[src/eeprom_cmd_pkg.sv]
/*
 * constants for the serial eeprom command/protection block: opcodes,
 * status bit positions, array geometry and self-timed cycle durations.
 * assumes a 10 MHz system clock.
 */
package eeprom_cmd_pkg;
    localparam int CLK_HZ = 10_000_000;
    // opcodes
    localparam logic [7:0] OP_STATUS_WRITE = 8'h01;
    localparam logic [7:0] OP_WRITE_UNLOCK = 8'h06;
    localparam logic [7:0] OP_WRITE_LOCK = 8'h04;
    localparam logic [7:0] OP_STATUS_READ = 8'h05;
    localparam logic [7:0] OP_PAGE_WIPE = 8'h42;
    localparam logic [7:0] OP_SECTOR_WIPE = 8'hd8;
    localparam logic [7:0] OP_CHIP_WIPE = 8'hc7;
    localparam logic [7:0] OP_DEEP_SLEEP = 8'hb9;
    localparam logic [7:0] OP_WAKE_SIG = 8'hab;
    // status bit positions
    localparam int SR_PIN_GUARD = 7;
    localparam int SR_GUARD_HIGH = 3;
    localparam int SR_GUARD_LOW = 2;
    localparam int SR_WEL = 1;
    localparam int SR_WIP = 0;
    localparam logic [7:0] SR_NV_MASK = 8'h8c;
    localparam logic [2:0] NV_RESET = 3'h0;
    // bit counts at which chip select must rise
    localparam logic [5:0] BITS_OPCODE = 6'h08;
    localparam logic [5:0] BITS_STATUS_WR = 6'h10;
    localparam logic [5:0] BITS_ADDR_CMD = 6'h20;
    // array geometry: 17-bit byte address, 256-byte page, 4 sectors
    localparam int ADDR_W = 17;
    localparam int PAGE_BITS = 8;
    // protected base address per block-guard setting
    localparam logic [16:0] PROT_QUARTER = 17'h18000;
    localparam logic [16:0] PROT_HALF = 17'h10000;
    // self-timed durations in microseconds
    localparam int T_STATUS_US = 6000;
    localparam int T_PAGE_US = 6000;
    localparam int T_SECTOR_US = 10000;
    localparam int T_CHIP_US = 10000;
    localparam int T_SLEEP_SETTLE_US = 3;
    localparam int T_WAKE_US = 100;
    localparam int CYC_PER_US = CLK_HZ / 1_000_000;
    localparam int CYC_STATUS = T_STATUS_US * CYC_PER_US;
    localparam int CYC_PAGE = T_PAGE_US * CYC_PER_US;
    localparam int CYC_SECTOR = T_SECTOR_US * CYC_PER_US;
    localparam int CYC_CHIP = T_CHIP_US * CYC_PER_US;
    localparam int CYC_SLEEP_SETTLE = T_SLEEP_SETTLE_US * CYC_PER_US;
    localparam int CYC_WAKE = T_WAKE_US * CYC_PER_US;
    localparam int SIG_W = 8;
endpackage : eeprom_cmd_pkg

[src/sync_two_ff.sv]
/*
 * two-flop level synchroniser for one asynchronous input.
 * assumes the input is a slow level relative to clock.
 */
`timescale 1ns/1ps
`default_nettype none
module sync_two_ff #(
    parameter logic RESET_VAL = 1'b0
) (
    input wire logic clock,
    input wire logic rst_n,
    input wire logic asyncIn,
    output logic syncOut
);
    logic meta_ff;
    always_ff @(posedge clock or negedge rst_n) begin
        if (!rst_n) begin
            meta_ff <= RESET_VAL;
            syncOut <= RESET_VAL;
        end else begin
            meta_ff <= asyncIn;
            syncOut <= meta_ff;
        end
    end
endmodule : sync_two_ff
`default_nettype wire

[src/eeprom_protect_erase_powerdown.sv]
/*
 * command-level logic of a serial eeprom: status write, block and pin
 * write guard, write-enable latch, page/sector/chip erase, deep sleep and
 * wake-with-signature. serial pins are sampled by the system clock.
 * assumes the serial clock is well below clock/4 and the array itself
 * lives outside, driven by the erase request ports; completion is self-timed.
 */
`timescale 1ns/1ps
`default_nettype none
module eeprom_protect_erase_powerdown
    import eeprom_cmd_pkg::*;
#(
    parameter int STATUS_CYCLES = CYC_STATUS,
    parameter int PAGE_CYCLES = CYC_PAGE,
    parameter int SECTOR_CYCLES = CYC_SECTOR,
    parameter int CHIP_CYCLES = CYC_CHIP,
    parameter int SETTLE_CYCLES = CYC_SLEEP_SETTLE,
    parameter int WAKE_CYCLES = CYC_WAKE,
    parameter logic [SIG_W-1:0] SIGNATURE = 8'h5a  // arbitrary value
) (
    input wire logic clock,
    input wire logic rst_n,
    input wire logic chipSelN,
    input wire logic serialClk,
    input wire logic serialIn,
    input wire logic writeGuardN,
    output logic serialOut,
    output logic serialOutEnN,
    output logic [7:0] statusReg,
    output logic inDeepSleep,
    output logic sleepSettled,
    output logic wipeStart,
    output logic [1:0] wipeKind,
    output logic [ADDR_W-1:0] wipeAddr
);
    typedef enum {ST_IDLE, ST_OPCODE, ST_BODY, ST_SIGNATURE, ST_IGNORE} cmd_state_t;
    typedef enum {BZ_IDLE, BZ_BUSY} busy_state_t;
    localparam logic [1:0] KIND_PAGE = 2'h0;
    localparam logic [1:0] KIND_SECTOR = 2'h1;
    localparam logic [1:0] KIND_CHIP = 2'h2;
    localparam logic [1:0] KIND_STATUS = 2'h3;
    localparam int CNT_W = 24;

    logic csSync, sckSync, siSync, wpSync;
    sync_two_ff #(.RESET_VAL(1'b1)) uCs (.clock(clock), .rst_n(rst_n),
        .asyncIn(chipSelN), .syncOut(csSync));
    sync_two_ff #(.RESET_VAL(1'b0)) uSck (.clock(clock), .rst_n(rst_n),
        .asyncIn(serialClk), .syncOut(sckSync));
    sync_two_ff #(.RESET_VAL(1'b0)) uSi (.clock(clock), .rst_n(rst_n),
        .asyncIn(serialIn), .syncOut(siSync));
    sync_two_ff #(.RESET_VAL(1'b1)) uWp (.clock(clock), .rst_n(rst_n),
        .asyncIn(writeGuardN), .syncOut(wpSync));

    logic csPrev_ff, sckPrev_ff;
    logic csFall, csRise, sckRise, sckFall;
    always_ff @(posedge clock or negedge rst_n) begin
        if (!rst_n) begin
            csPrev_ff <= 1'b1;
            sckPrev_ff <= 1'b0;
        end else begin
            csPrev_ff <= csSync;
            sckPrev_ff <= sckSync;
        end
    end
    assign csFall = csPrev_ff & ~csSync;
    assign csRise = ~csPrev_ff & csSync;
    assign sckRise = ~csSync & sckSync & ~sckPrev_ff;
    assign sckFall = ~csSync & ~sckSync & sckPrev_ff;

    // nonvolatile bits; reset stands in for the stored value
    logic pinGuardEnable_ff;
    logic [1:0] blockGuard_ff;
    logic writeEnableLatch_ff;
    logic busy_ff;
    logic sleep_ff;
    cmd_state_t state_ff;
    busy_state_t busyState_ff;
    logic [5:0] bitCnt_ff;
    logic [7:0] opcode_ff;
    logic [CNT_W-1:0] shiftIn_ff;
    logic [2:0] sigBit_ff;
    logic [CNT_W-1:0] busyCnt_ff;
    logic [CNT_W-1:0] sleepCnt_ff;
    logic wakePending_ff;

    logic pinGuardActive;
    assign pinGuardActive = ~wpSync & pinGuardEnable_ff;

    // protected-range check for a target address
    function automatic logic addrGuarded(input logic [1:0] bg,
                                         input logic [ADDR_W-1:0] a);
        logic res;
        res = 1'b0;
        if (bg == 2'h1) begin
            res = (a >= PROT_QUARTER);
        end else if (bg == 2'h2) begin
            res = (a >= PROT_HALF);
        end else if (bg == 2'h3) begin
            res = 1'b1;
        end
        return res;
    endfunction : addrGuarded

    logic [ADDR_W-1:0] cmdAddr;
    assign cmdAddr = shiftIn_ff[ADDR_W-1:0];

    // decode what a deselect commits to, evaluated on csRise
    logic doUnlock, doLock, doStatus, doPage, doSector, doChip, doSleep;
    always_comb begin
        doUnlock = 1'b0;
        doLock = 1'b0;
        doStatus = 1'b0;
        doPage = 1'b0;
        doSector = 1'b0;
        doChip = 1'b0;
        doSleep = 1'b0;
        if (csRise && state_ff == ST_BODY && !busy_ff && !sleep_ff) begin
            if (opcode_ff == OP_WRITE_UNLOCK && bitCnt_ff == BITS_OPCODE) begin
                doUnlock = 1'b1;
            end else if (opcode_ff == OP_WRITE_LOCK && bitCnt_ff == BITS_OPCODE) begin
                doLock = 1'b1;
            end else if (opcode_ff == OP_STATUS_WRITE && bitCnt_ff == BITS_STATUS_WR) begin
                doStatus = writeEnableLatch_ff & ~pinGuardActive;
            end else if (opcode_ff == OP_PAGE_WIPE && bitCnt_ff == BITS_ADDR_CMD) begin
                doPage = writeEnableLatch_ff
                       & ~addrGuarded(blockGuard_ff, cmdAddr);
            end else if (opcode_ff == OP_SECTOR_WIPE && bitCnt_ff == BITS_ADDR_CMD) begin
                doSector = writeEnableLatch_ff
                         & ~addrGuarded(blockGuard_ff, cmdAddr);
            end else if (opcode_ff == OP_CHIP_WIPE && bitCnt_ff == BITS_OPCODE) begin
                doChip = writeEnableLatch_ff & (blockGuard_ff == 2'h0);
            end else if (opcode_ff == OP_DEEP_SLEEP && bitCnt_ff == BITS_OPCODE) begin
                doSleep = 1'b1;
            end
        end
    end

    // serial front end: opcode then body bits, counted on sck rises
    always_ff @(posedge clock or negedge rst_n) begin
        if (!rst_n) begin
            state_ff <= ST_IDLE;
            bitCnt_ff <= 6'h00;
            opcode_ff <= 8'h00;
            shiftIn_ff <= '0;
        end else if (csSync) begin
            state_ff <= ST_IDLE;
            bitCnt_ff <= 6'h00;
        end else begin
            case (state_ff)
                ST_IDLE: begin
                    if (csFall) begin
                        state_ff <= ST_OPCODE;
                    end
                end
                ST_OPCODE: begin
                    if (sckRise) begin
                        opcode_ff <= {opcode_ff[6:0], siSync};
                        bitCnt_ff <= bitCnt_ff + 6'h01;
                        if (bitCnt_ff == BITS_OPCODE - 6'h01) begin
                            state_ff <= ST_BODY;
                        end
                    end
                end
                ST_BODY: begin
                    if (sckRise) begin
                        shiftIn_ff <= {shiftIn_ff[CNT_W-2:0], siSync};
                        if (bitCnt_ff != 6'h3f) begin
                            bitCnt_ff <= bitCnt_ff + 6'h01;
                        end
                        if (opcode_ff == OP_WAKE_SIG
                            && bitCnt_ff == BITS_ADDR_CMD - 6'h01) begin
                            state_ff <= ST_SIGNATURE;
                        end else if (sleep_ff && opcode_ff != OP_WAKE_SIG) begin
                            state_ff <= ST_IGNORE;
                        end
                    end
                end
                default: begin
                end
            endcase
        end
    end

    // signature shifter: msb first, repeats until deselect
    always_ff @(posedge clock or negedge rst_n) begin
        if (!rst_n) begin
            sigBit_ff <= 3'h7;
            serialOut <= 1'b0;
            serialOutEnN <= 1'b1;
        end else if (state_ff != ST_SIGNATURE || csSync) begin
            sigBit_ff <= 3'h7;
            serialOutEnN <= 1'b1;
        end else if (sckFall) begin
            serialOut <= SIGNATURE[sigBit_ff];
            serialOutEnN <= 1'b0;
            sigBit_ff <= sigBit_ff - 3'h1;
        end
    end

    // write-enable latch
    always_ff @(posedge clock or negedge rst_n) begin
        if (!rst_n) begin
            writeEnableLatch_ff <= 1'b0;
        end else if (doUnlock) begin
            writeEnableLatch_ff <= 1'b1;
        end else if (doLock || doStatus || doPage || doSector || doChip) begin
            writeEnableLatch_ff <= 1'b0;
        end
    end

    // nonvolatile status bits; the stored write data is committed at once
    always_ff @(posedge clock or negedge rst_n) begin
        if (!rst_n) begin
            pinGuardEnable_ff <= NV_RESET[2];
            blockGuard_ff <= NV_RESET[1:0];
        end else if (doStatus) begin
            pinGuardEnable_ff <= shiftIn_ff[SR_PIN_GUARD];
            blockGuard_ff <= {shiftIn_ff[SR_GUARD_HIGH], shiftIn_ff[SR_GUARD_LOW]};
        end
    end

    // self-timed cycle; requests arriving while busy are dropped above
    always_ff @(posedge clock or negedge rst_n) begin
        if (!rst_n) begin
            busyState_ff <= BZ_IDLE;
            busy_ff <= 1'b0;
            busyCnt_ff <= '0;
            wipeStart <= 1'b0;
            wipeKind <= KIND_PAGE;
            wipeAddr <= '0;
        end else begin
            wipeStart <= 1'b0;
            case (busyState_ff)
                BZ_IDLE: begin
                    if (doStatus || doPage || doSector || doChip) begin
                        busyState_ff <= BZ_BUSY;
                        busy_ff <= 1'b1;
                        wipeStart <= ~doStatus;
                        if (doPage) begin
                            wipeKind <= KIND_PAGE;
                            wipeAddr <= {cmdAddr[ADDR_W-1:PAGE_BITS], {PAGE_BITS{1'b0}}};
                            busyCnt_ff <= CNT_W'(PAGE_CYCLES - 1);
                        end else if (doSector) begin
                            wipeKind <= KIND_SECTOR;
                            wipeAddr <= {cmdAddr[ADDR_W-1:ADDR_W-2], {(ADDR_W-2){1'b0}}};
                            busyCnt_ff <= CNT_W'(SECTOR_CYCLES - 1);
                        end else if (doChip) begin
                            wipeKind <= KIND_CHIP;
                            wipeAddr <= '0;
                            busyCnt_ff <= CNT_W'(CHIP_CYCLES - 1);
                        end else begin
                            wipeKind <= KIND_STATUS;
                            busyCnt_ff <= CNT_W'(STATUS_CYCLES - 1);
                        end
                    end
                end
                BZ_BUSY: begin
                    // deselect or new traffic cannot disturb the count
                    if (busyCnt_ff == '0) begin
                        busyState_ff <= BZ_IDLE;
                        busy_ff <= 1'b0;
                    end else begin
                        busyCnt_ff <= busyCnt_ff - CNT_W'(1);
                    end
                end
                default: begin
                    busyState_ff <= BZ_IDLE;
                end
            endcase
        end
    end

    // deep sleep: entered on exact deselect, left after the wake delay once a wake selection of 8 or more bits deselects
    logic wakeSeen;
    assign wakeSeen = sleep_ff && csRise && opcode_ff == OP_WAKE_SIG
                    && bitCnt_ff >= BITS_OPCODE;
    always_ff @(posedge clock or negedge rst_n) begin
        if (!rst_n) begin
            sleep_ff <= 1'b0;
            sleepCnt_ff <= '0;
            wakePending_ff <= 1'b0;
            sleepSettled <= 1'b0;
        end else if (doSleep) begin
            sleep_ff <= 1'b1;
            sleepCnt_ff <= CNT_W'(SETTLE_CYCLES - 1);
            sleepSettled <= 1'b0;
        end else if (wakeSeen) begin
            wakePending_ff <= 1'b1;
            sleepSettled <= 1'b0;
            sleepCnt_ff <= CNT_W'(WAKE_CYCLES - 1);
        end else if (sleepCnt_ff != '0) begin
            sleepCnt_ff <= sleepCnt_ff - CNT_W'(1);
        end else if (wakePending_ff) begin
            wakePending_ff <= 1'b0;
            sleep_ff <= 1'b0;
        end else if (sleep_ff) begin
            sleepSettled <= 1'b1;
        end
    end

    always_ff @(posedge clock or negedge rst_n) begin
        if (!rst_n) begin
            statusReg <= 8'h00;
            inDeepSleep <= 1'b0;
        end else begin
            statusReg <= 8'h00;
            statusReg[SR_PIN_GUARD] <= pinGuardEnable_ff;
            statusReg[SR_GUARD_HIGH] <= blockGuard_ff[1];
            statusReg[SR_GUARD_LOW] <= blockGuard_ff[0];
            statusReg[SR_WEL] <= writeEnableLatch_ff;
            statusReg[SR_WIP] <= busy_ff;
            inDeepSleep <= sleep_ff;
        end
    end
endmodule : eeprom_protect_erase_powerdown
`default_nettype wire

[config.mk]
export PLATFORM = sky130hd
export DESIGN_NAME = eeprom_protect_erase_powerdown
export DESIGN_NICKNAME = d
export VERILOG_FILES = /design/src/eeprom_cmd_pkg.sv /design/src/sync_two_ff.sv /design/src/eeprom_protect_erase_powerdown.sv
export SDC_FILE = /design/constraint.sdc
export NUM_CORES = 1
export LEC_CHECK = 0
export ABC_AREA = 1
export ABC_CLOCK_PERIOD_IN_PS = 3300
export BUFFER_PORTS_ARGS = -buffer_cell sky130_fd_sc_hd__buf_4
export CAP_MARGIN = 20
export CORE_MARGIN = 1.5
export CORE_UTILIZATION = 66
export DETAILED_ROUTE_END_ITERATION = 12
export PLACE_DENSITY = 0.85
export SLEW_MARGIN = 0
export SYNTH_ARGS = -nofsm -noshare
export SYNTH_HDL_FRONTEND = slang
export SYNTH_HIERARCHICAL = 1
export SYNTH_SLANG_ARGS = --single-unit
[constraint.sdc]
create_clock -name clock -period 3.3 [get_ports clock]
set_input_delay 0.66 -clock clock [delete_from_list [all_inputs] [get_ports clock]]
set_output_delay 0.66 -clock clock [all_outputs]
set_load 0.01 [all_outputs]
-- Word-level counts from Yosys, hierarchy flattened
Memory sizes are Yosys's and may differ from the RTL's. A register that Yosys moved wholly into a read port is not among the register bits.
Index checks and enable logic that the tools add are counted.
- output and inout port bits: 32
- word-level logic and storage cells: 253
- bits in read-only memories: 8
- memories kept: 1
- bits in registers: 191
- memories (memory ; words ; bits a word ; rd ports ; clocked after memory_dff ; write ports ; line ; RTL):
    (name not given) ; 8 ; 1 ; 1 ; 1 ; 0 ; eeprom_protect_erase_powerdown.sv:194 ; serialOut <= SIGNATURE[sigBit_ff];
- bitwise gates (word level): 22
- equal/unequal tests: 37
- $lt $le $gt $ge: 3
- mux-type cells: 102
- reduce and logical (&&, ||, !) cells: 53
- add/subtract/negate cells: 4
- operator list (kind ; count):
    $mux 32 ; 9
    $mux 24 ; 5
    $mux 17 ; 6
    $pmux 32 s3 ; 1
    $mux 1 ; 69
    $eq 32x1->1 const B ; 2
    $logic_not 32->1 ; 2
    $pmux 32 s2 ; 1
    $pmux 24 s2 ; 1
    $sub 24x1->24 const B ; 2
    $ge 17x17->1 const B ; 2
    $eq 32x2->1 const B ; 1
    $eq 32x3->1 const B ; 1
    $eq 8x8->1 const B ; 4
    $ne 32x3->1 const B ; 1
    $logic_not 24->1 ; 1
    $mux 6 ; 4
    $reduce_bool 24->1 ; 1
    $reduce_and 3->1 ; 7
    $eq 8x3->1 const B ; 2
    $logic_and 1x1->1 ; 15
    $ne 3x2->1 const B ; 5
    $eq 6x5->1 const B ; 2
    $ne 2x2->1 const B ; 6
    other kinds (30) ; 71

-- Depth between registers and ports, before layout
- word-level depth: 22
- mapped depth: 13
- depth with buffers taken out: 13

-- Cells and area by module
The synthesis kept the hierarchy.
- modules (own cells, without submodules) (module ; sequential area each (µm²) ; area each (µm²) ; cells each ; instances):
    eeprom_protect_erase_powerdown ; 2884.0 ; 6827.8 ; 900 ; 1
    sync_two_ff (uCs ...) ; 52.6 ; 52.6 ; 2 ; 2
    sync_two_ff (uSck ...) ; 50.0 ; 50.0 ; 2 ; 2

-- Least setup slack after synthesis
Ideal clock, no wire load.
- kind: register to register
- start point: reg bitCnt_ff[0]
- end point: reg wipeKind[0]
- path buffers: 1
- clock period less this slack: 1.772 ns
- arrival time: 1.648 ns
- cell stages (with the launch flop): 13
- setup slack: 1.528 ns
- path through: dfrtp_1 -> inv_1 -> ha_1 -> nand2_2 -> nor2_2 -> nand2_2 -> nor2_2 -> nand2_1 -> nor2_2 -> nor2_4 -> buf_6 -> nand3_1 -> nand2_1
- word-level cells in the longest chain between the ends: 12
- elaborated cells between the ends (all ways): 38
- RTL lines (element ; line ; RTL):
    start, declared ; eeprom_protect_erase_powerdown.sv:78 ; logic [5:0] bitCnt_ff;
    start signal, assigned ; eeprom_protect_erase_powerdown.sv:158 ; bitCnt_ff <= bitCnt_ff + 6'h01;
    start signal, assigned ; eeprom_protect_erase_powerdown.sv:168 ; bitCnt_ff <= bitCnt_ff + 6'h01;
    $eq 6x4->1 ; eeprom_protect_erase_powerdown.sv:118, eeprom_protect_erase_powerdown.sv:120, eeprom_protect_erase_powerdown.sv:130 ;
    $logic_and 1x1->1 ; eeprom_protect_erase_powerdown.sv:130 ; end else if (opcode_ff == OP_CHIP_WIPE && bitCnt_ff == BITS_OPCODE) begin
    $mux 1 ; eeprom_protect_erase_powerdown.sv:130 ;
    $mux 1 ; eeprom_protect_erase_powerdown.sv:127 ; end else if (opcode_ff == OP_SECTOR_WIPE && bitCnt_ff == BITS_ADDR_CMD) begin
    $mux 1 ; eeprom_protect_erase_powerdown.sv:124 ; end else if (opcode_ff == OP_PAGE_WIPE && bitCnt_ff == BITS_ADDR_CMD) begin
    $mux 1 ; eeprom_protect_erase_powerdown.sv:122 ; end else if (opcode_ff == OP_STATUS_WRITE && bitCnt_ff == BITS_STATUS_WR) begin
    $mux 1 ; eeprom_protect_erase_powerdown.sv:120 ; end else if (opcode_ff == OP_WRITE_LOCK && bitCnt_ff == BITS_OPCODE) begin
    $mux 1 ; eeprom_protect_erase_powerdown.sv:118 ; if (opcode_ff == OP_WRITE_UNLOCK && bitCnt_ff == BITS_OPCODE) begin
    $mux 1 ; eeprom_protect_erase_powerdown.sv:117 ; if (csRise && state_ff == ST_BODY && !busy_ff && !sleep_ff) begin
    $mux 1 ; eeprom_protect_erase_powerdown.sv:247 ; end else if (doChip) begin
    $mux 2 ; eeprom_protect_erase_powerdown.sv:243 ; end else if (doSector) begin
    $mux 2 ; eeprom_protect_erase_powerdown.sv:239 ; if (doPage) begin
    end signal, assigned ; eeprom_protect_erase_powerdown.sv:240 ; wipeKind <= KIND_PAGE;
    end signal, assigned ; eeprom_protect_erase_powerdown.sv:244 ; wipeKind <= KIND_SECTOR;
    end signal, assigned ; eeprom_protect_erase_powerdown.sv:248 ; wipeKind <= KIND_CHIP;
    end, declared ; eeprom_protect_erase_powerdown.sv:33 ; output logic [1:0] wipeKind,
Several ways; a longest one is shown, not always the timed one.
A chain may end at the register's enable or synchronous reset.

-- Final worst setup path
- start point: reg bitCnt_ff[0]
- end point: reg busyCnt_ff[11]
- word-level cells in the longest chain between the ends: 14
- elaborated cells between the ends (all ways): 41
- RTL lines (element ; line ; RTL):
    $eq 6x4->1 ; eeprom_protect_erase_powerdown.sv:118, eeprom_protect_erase_powerdown.sv:120, eeprom_protect_erase_powerdown.sv:130 ;
    $logic_and 1x1->1 ; eeprom_protect_erase_powerdown.sv:130 ;
    $mux 1 ; eeprom_protect_erase_powerdown.sv:130 ;
    $mux 1 ; eeprom_protect_erase_powerdown.sv:127 ;
    $mux 1 ; eeprom_protect_erase_powerdown.sv:124 ;
    $mux 1 ; eeprom_protect_erase_powerdown.sv:122 ;
    $mux 1 ; eeprom_protect_erase_powerdown.sv:120 ;
    $mux 1 ; eeprom_protect_erase_powerdown.sv:118 ;
    $mux 1 ; eeprom_protect_erase_powerdown.sv:117 ;
    $mux 17 ; eeprom_protect_erase_powerdown.sv:247 ;
    $mux 17 ; eeprom_protect_erase_powerdown.sv:243 ;
    $mux 17 ; eeprom_protect_erase_powerdown.sv:239 ;
    $mux 24 ; eeprom_protect_erase_powerdown.sv:235 ; if (doStatus || doPage || doSector || doChip) begin
    $pmux 24 s2 ; eeprom_protect_erase_powerdown.sv:233 ; case (busyState_ff)
    end signal, assigned ; eeprom_protect_erase_powerdown.sv:242 ; busyCnt_ff <= CNT_W'(PAGE_CYCLES - 1);
    end signal, assigned ; eeprom_protect_erase_powerdown.sv:246 ; busyCnt_ff <= CNT_W'(SECTOR_CYCLES - 1);
    end signal, assigned ; eeprom_protect_erase_powerdown.sv:250 ; busyCnt_ff <= CNT_W'(CHIP_CYCLES - 1);
    end, declared ; eeprom_protect_erase_powerdown.sv:82 ; logic [CNT_W-1:0] busyCnt_ff;
Several ways; a longest one is shown, not always the timed one. The select of a mux whose other input is x is not followed.

==> results.json <==
{
  "yosys.cell_types.count": 49,
  "worstPathArrival_ns": 2.79,
  "grt_pass1_wl_um": 26200,
  "grt_use_met1_pct": 40.9,
  "yosysSeqAreaShare_pct": 43.9,
  "htreeDepth": 4,
  "routed_via_density": 5.61,
  "use_met2_pct": 45.5,
  "worstSetupEndpoint": "busyCnt_ff[11]",
  "crit_top_cell": "nand2_2",
  "dieWidth_um": 106,
  "nets": 949,
  "p_per_area_mw_per_mm2": 519,
  "cts-resized-gates": 0,
  "slew_headroom_pct": 38.8,
  "finalCritPeriodShare_pct": 72.0,
  "clk_latency_ns": 0.54,
  "antenna_found_initial": 0,
  "worstRegToRegCells": 10,
  "critPathKind": "reg -> reg",
  "cts_buffer_depth": 2,
  "gr-total-overflow": 0,
  "root_buffer": "clkbuf_8",
  "design.core.area_mm2": 0.0103,
  "dr.pass1.iters": 5,
  "worst_r2r_endpoint": "busyCnt_ff[11]",
  "cts_made_buffers": 17,
  "clkSinkCount": 123,
  "cap_violations": 0,
  "min_period_ns": 2.38,
  "first_global_vias": 5580,
  "postPlaceCellArea_mm2": 0.00727,
  "clock_skew_ns": 0.00616,
  "avgSynthCellArea_um2": 7.75,
  "gr-usage-met3_pct": 7.05,
  "clk_pin_slew_worst_paths_ns": 0.06,
  "cp.depth": 10,
  "grtUsageTotal_pct": 29.5,
  "antenna_left": 0,
  "synth_top_flop_cell": "dfrtp_1",
  "crit_path_max_incr_delay_ns": 0.53,
  "vias": 6100,
  "cts_hold_buf": 0,
  "die_h_um": 106,
  "required_ns": 3.72,
  "p_leak_nw": 4.38,
  "rsz0062_at_grt": "no",
  "timing.rr.start": "bitCnt_ff[0]",
  "layout.cells.non_filler": 1087,
  "ys_warn_count": 6,
  "stdcell_area_mm2": 0.00784,
  "diodes": 0,
  "dp_cells": 1055,
  "first_iter_violations": 441,
  "path_buf_inv": 2,
  "yosysTopAreaCellShare_pct": 40.6,
  "tritoncts": "done",
  "whs_ns": 0.0586,
  "syn_area_mm2": 0.00703,
  "critPathCaptureType": "flop",
  "drt-total-wl_um": 15300,
  "syn_inst": 908,
  "synth_top_cells_by_area": "dfrtp_1 (41%), nand2_1 (11%), nor2_1 (7.4%)",
  "path_max_fanout": 27,
  "io_buffer_count": 26,
  "slowest_stage": "nand4_4",
  "wire_per_inst_um": 14.0,
  "worstMarginPinSlew_ns": 0.915,
  "crit_family": "simple AND/OR/NAND/NOR gates",
  "syn_to_final_growth_pct": 11.5,
  "initial_core_util_pct": 68.1,
  "min_path_type": "in -> async",
  "setup_viol": 0,
  "finalHoldViolCount": 0,
  "yosysTopAreaCell": "dfrtp_1",
  "maxSlewViolCount": 0,
  "fmax_ghz": 0.421,
  "startpoint_type": "flop",
  "r2r_setup_slack_ns": 0.92,
  "status": "complete, no violations",
  "crit_path_cell_trace": "inv_1 > ha_1 > nand2_2 > nor2_8 > inv_4 > nor3_4 > nand2_2 > nand4_4 > nand2_2 > nand2_1",
  "synth_edf_count": 0,
  "grt_start_max_net_pins": 62,
  "drc_errors": 0,
  "dpl.hpwl_um": 10500,
  "rows": 37,
  "ys_ff_latch": 123,
  "grt.busiest_layer": "met2",
  "io_pins": 38,
  "gp_congestion": 0.974,
  "tns_ns": 0,
  "drive_above_1_share_pct": 16.9,
  "async_reset_ff_share_pct": 100,
  "dieArea_mm2": 0.0113,
  "worstSetupStartpoint": "bitCnt_ff[0]",
  "post-cts-setup-buffers": 0,
  "ir_drop_v": 0.000422
}
-- layout by cell type (no fill, tap or decap), types with 16 or more instances in the layout --
cell type / instances
o21ai_0: 33
buf_4: 30
nand2_1: 203
a21oi_1: 19
clkbuf_16: 16
dfrtp_1: 114
nor2_1: 139
inv_1: 96
nand4_1: 45
nand3_1: 59
nand2_2: 30
-- worst min-delay path by stage --
stage,slack (ns),cells past startpoint,to
after floorplan,0.33,0,uSck/syncOut
after global placement,0.33,0,uSck/syncOut
after detailed placement,0.34,0,uSck/syncOut
after CTS,0.05,1,busyCnt_ff[15]
after global routing,0.07,1,busyCnt_ff[2]
final,0.06,1,busyCnt_ff[15]
-- final cells by class --
type / instances / area, µm²
repair buffers: 31 / 245
clock inverters: 11 / 119
inverters: 107 / 404
multi-input cells: 658 / 3360
flip-flops and latches: 123 / 3090
clock buffers: 21 / 459
well taps: 136 / 170
fillers: 751 / 2480
-- cells by family after synthesis --
logic type               count (synthesis)  synth area share [%]
AND/OR/NAND/NOR                        536                  35.9
buffers and inverters                  137                  8.88
flip-flops                             123                  43.9
AO/OA/AOI/OAI                           71                  5.53
XOR/XNOR                                23                  2.86
multiplexers                            12                  1.92
adder cells (fa/ha/maj)                  5                 0.890
other                                    1                0.0533
-- report_power, final --
part	switching [W]	leakage, nW	internal (W)	total [W]
Combinational	0.000390	2.45	0.000171	0.000560
Clock	0.000658	0.276	0.00113	0.00179
Sequential	0.000120	1.66	0.00161	0.00173
-- synth_stat cells, types with 2 or more instances --
cell type	number
xnor2_1	9
o21ai_2	2
nor3_1	15
o21ai_0	33
clkbuf_1	5
nand3b_1	2
nand4_1	45
buf_12	2
and3_1	2
nor4_1	2
buf_6	3
nor2_2	13
o211ai_1	2
nor2_1	139
nand3_1	59
a31oi_1	2
mux2_2	12
nand3_2	2
xor2_1	14
o21ai_1	5
dfrtp_1	114
nand4_4	2
inv_2	10
nand2_1	203
inv_1	96
nor2_4	8
or2_2	4
dfstp_2	9
buf_2	9
nand2_2	30
ha_1	5
nor3b_1	3
a21oi_1	19
buf_4	11
o22ai_1	3
-- flip-flops by register name, summed over array words and instances (netlist names), 2 cells and up --
| signal | flops |
|---|---|
| sleepCnt_ff | 24 |
| state_ff | 3 |
| blockGuard_ff | 2 |
| busyCnt_ff | 24 |
| opcode_ff | 8 |
| statusReg | 5 |
| bitCnt_ff | 6 |
| sigBit_ff | 3 |
| wipeKind | 2 |
| wipeAddr | 9 |
| shiftIn_ff | 17 |
-- per-stage QoR --
stage	power (W)	util [%]	worst slack [ns]
after floorplan	0.00216	-	1.53
after global placement	0.00228	70.4	1.06
after detailed placement	0.00229	70.4	0.968
after CTS	0.00410	76.0	0.949
after global routing	0.00426	76.0	0.753
final	0.00407	76.0	0.924
-- routing by layer --
layer / wire [µm] / vias to the layer above
met2: 7200 / 231
met3: 957 / 28
met1: 6830 / 2871
met5: 0 / -
li1: - / 2970
met4: 269 / 0
Note: power is estimated with default switching activity, not from simulation.
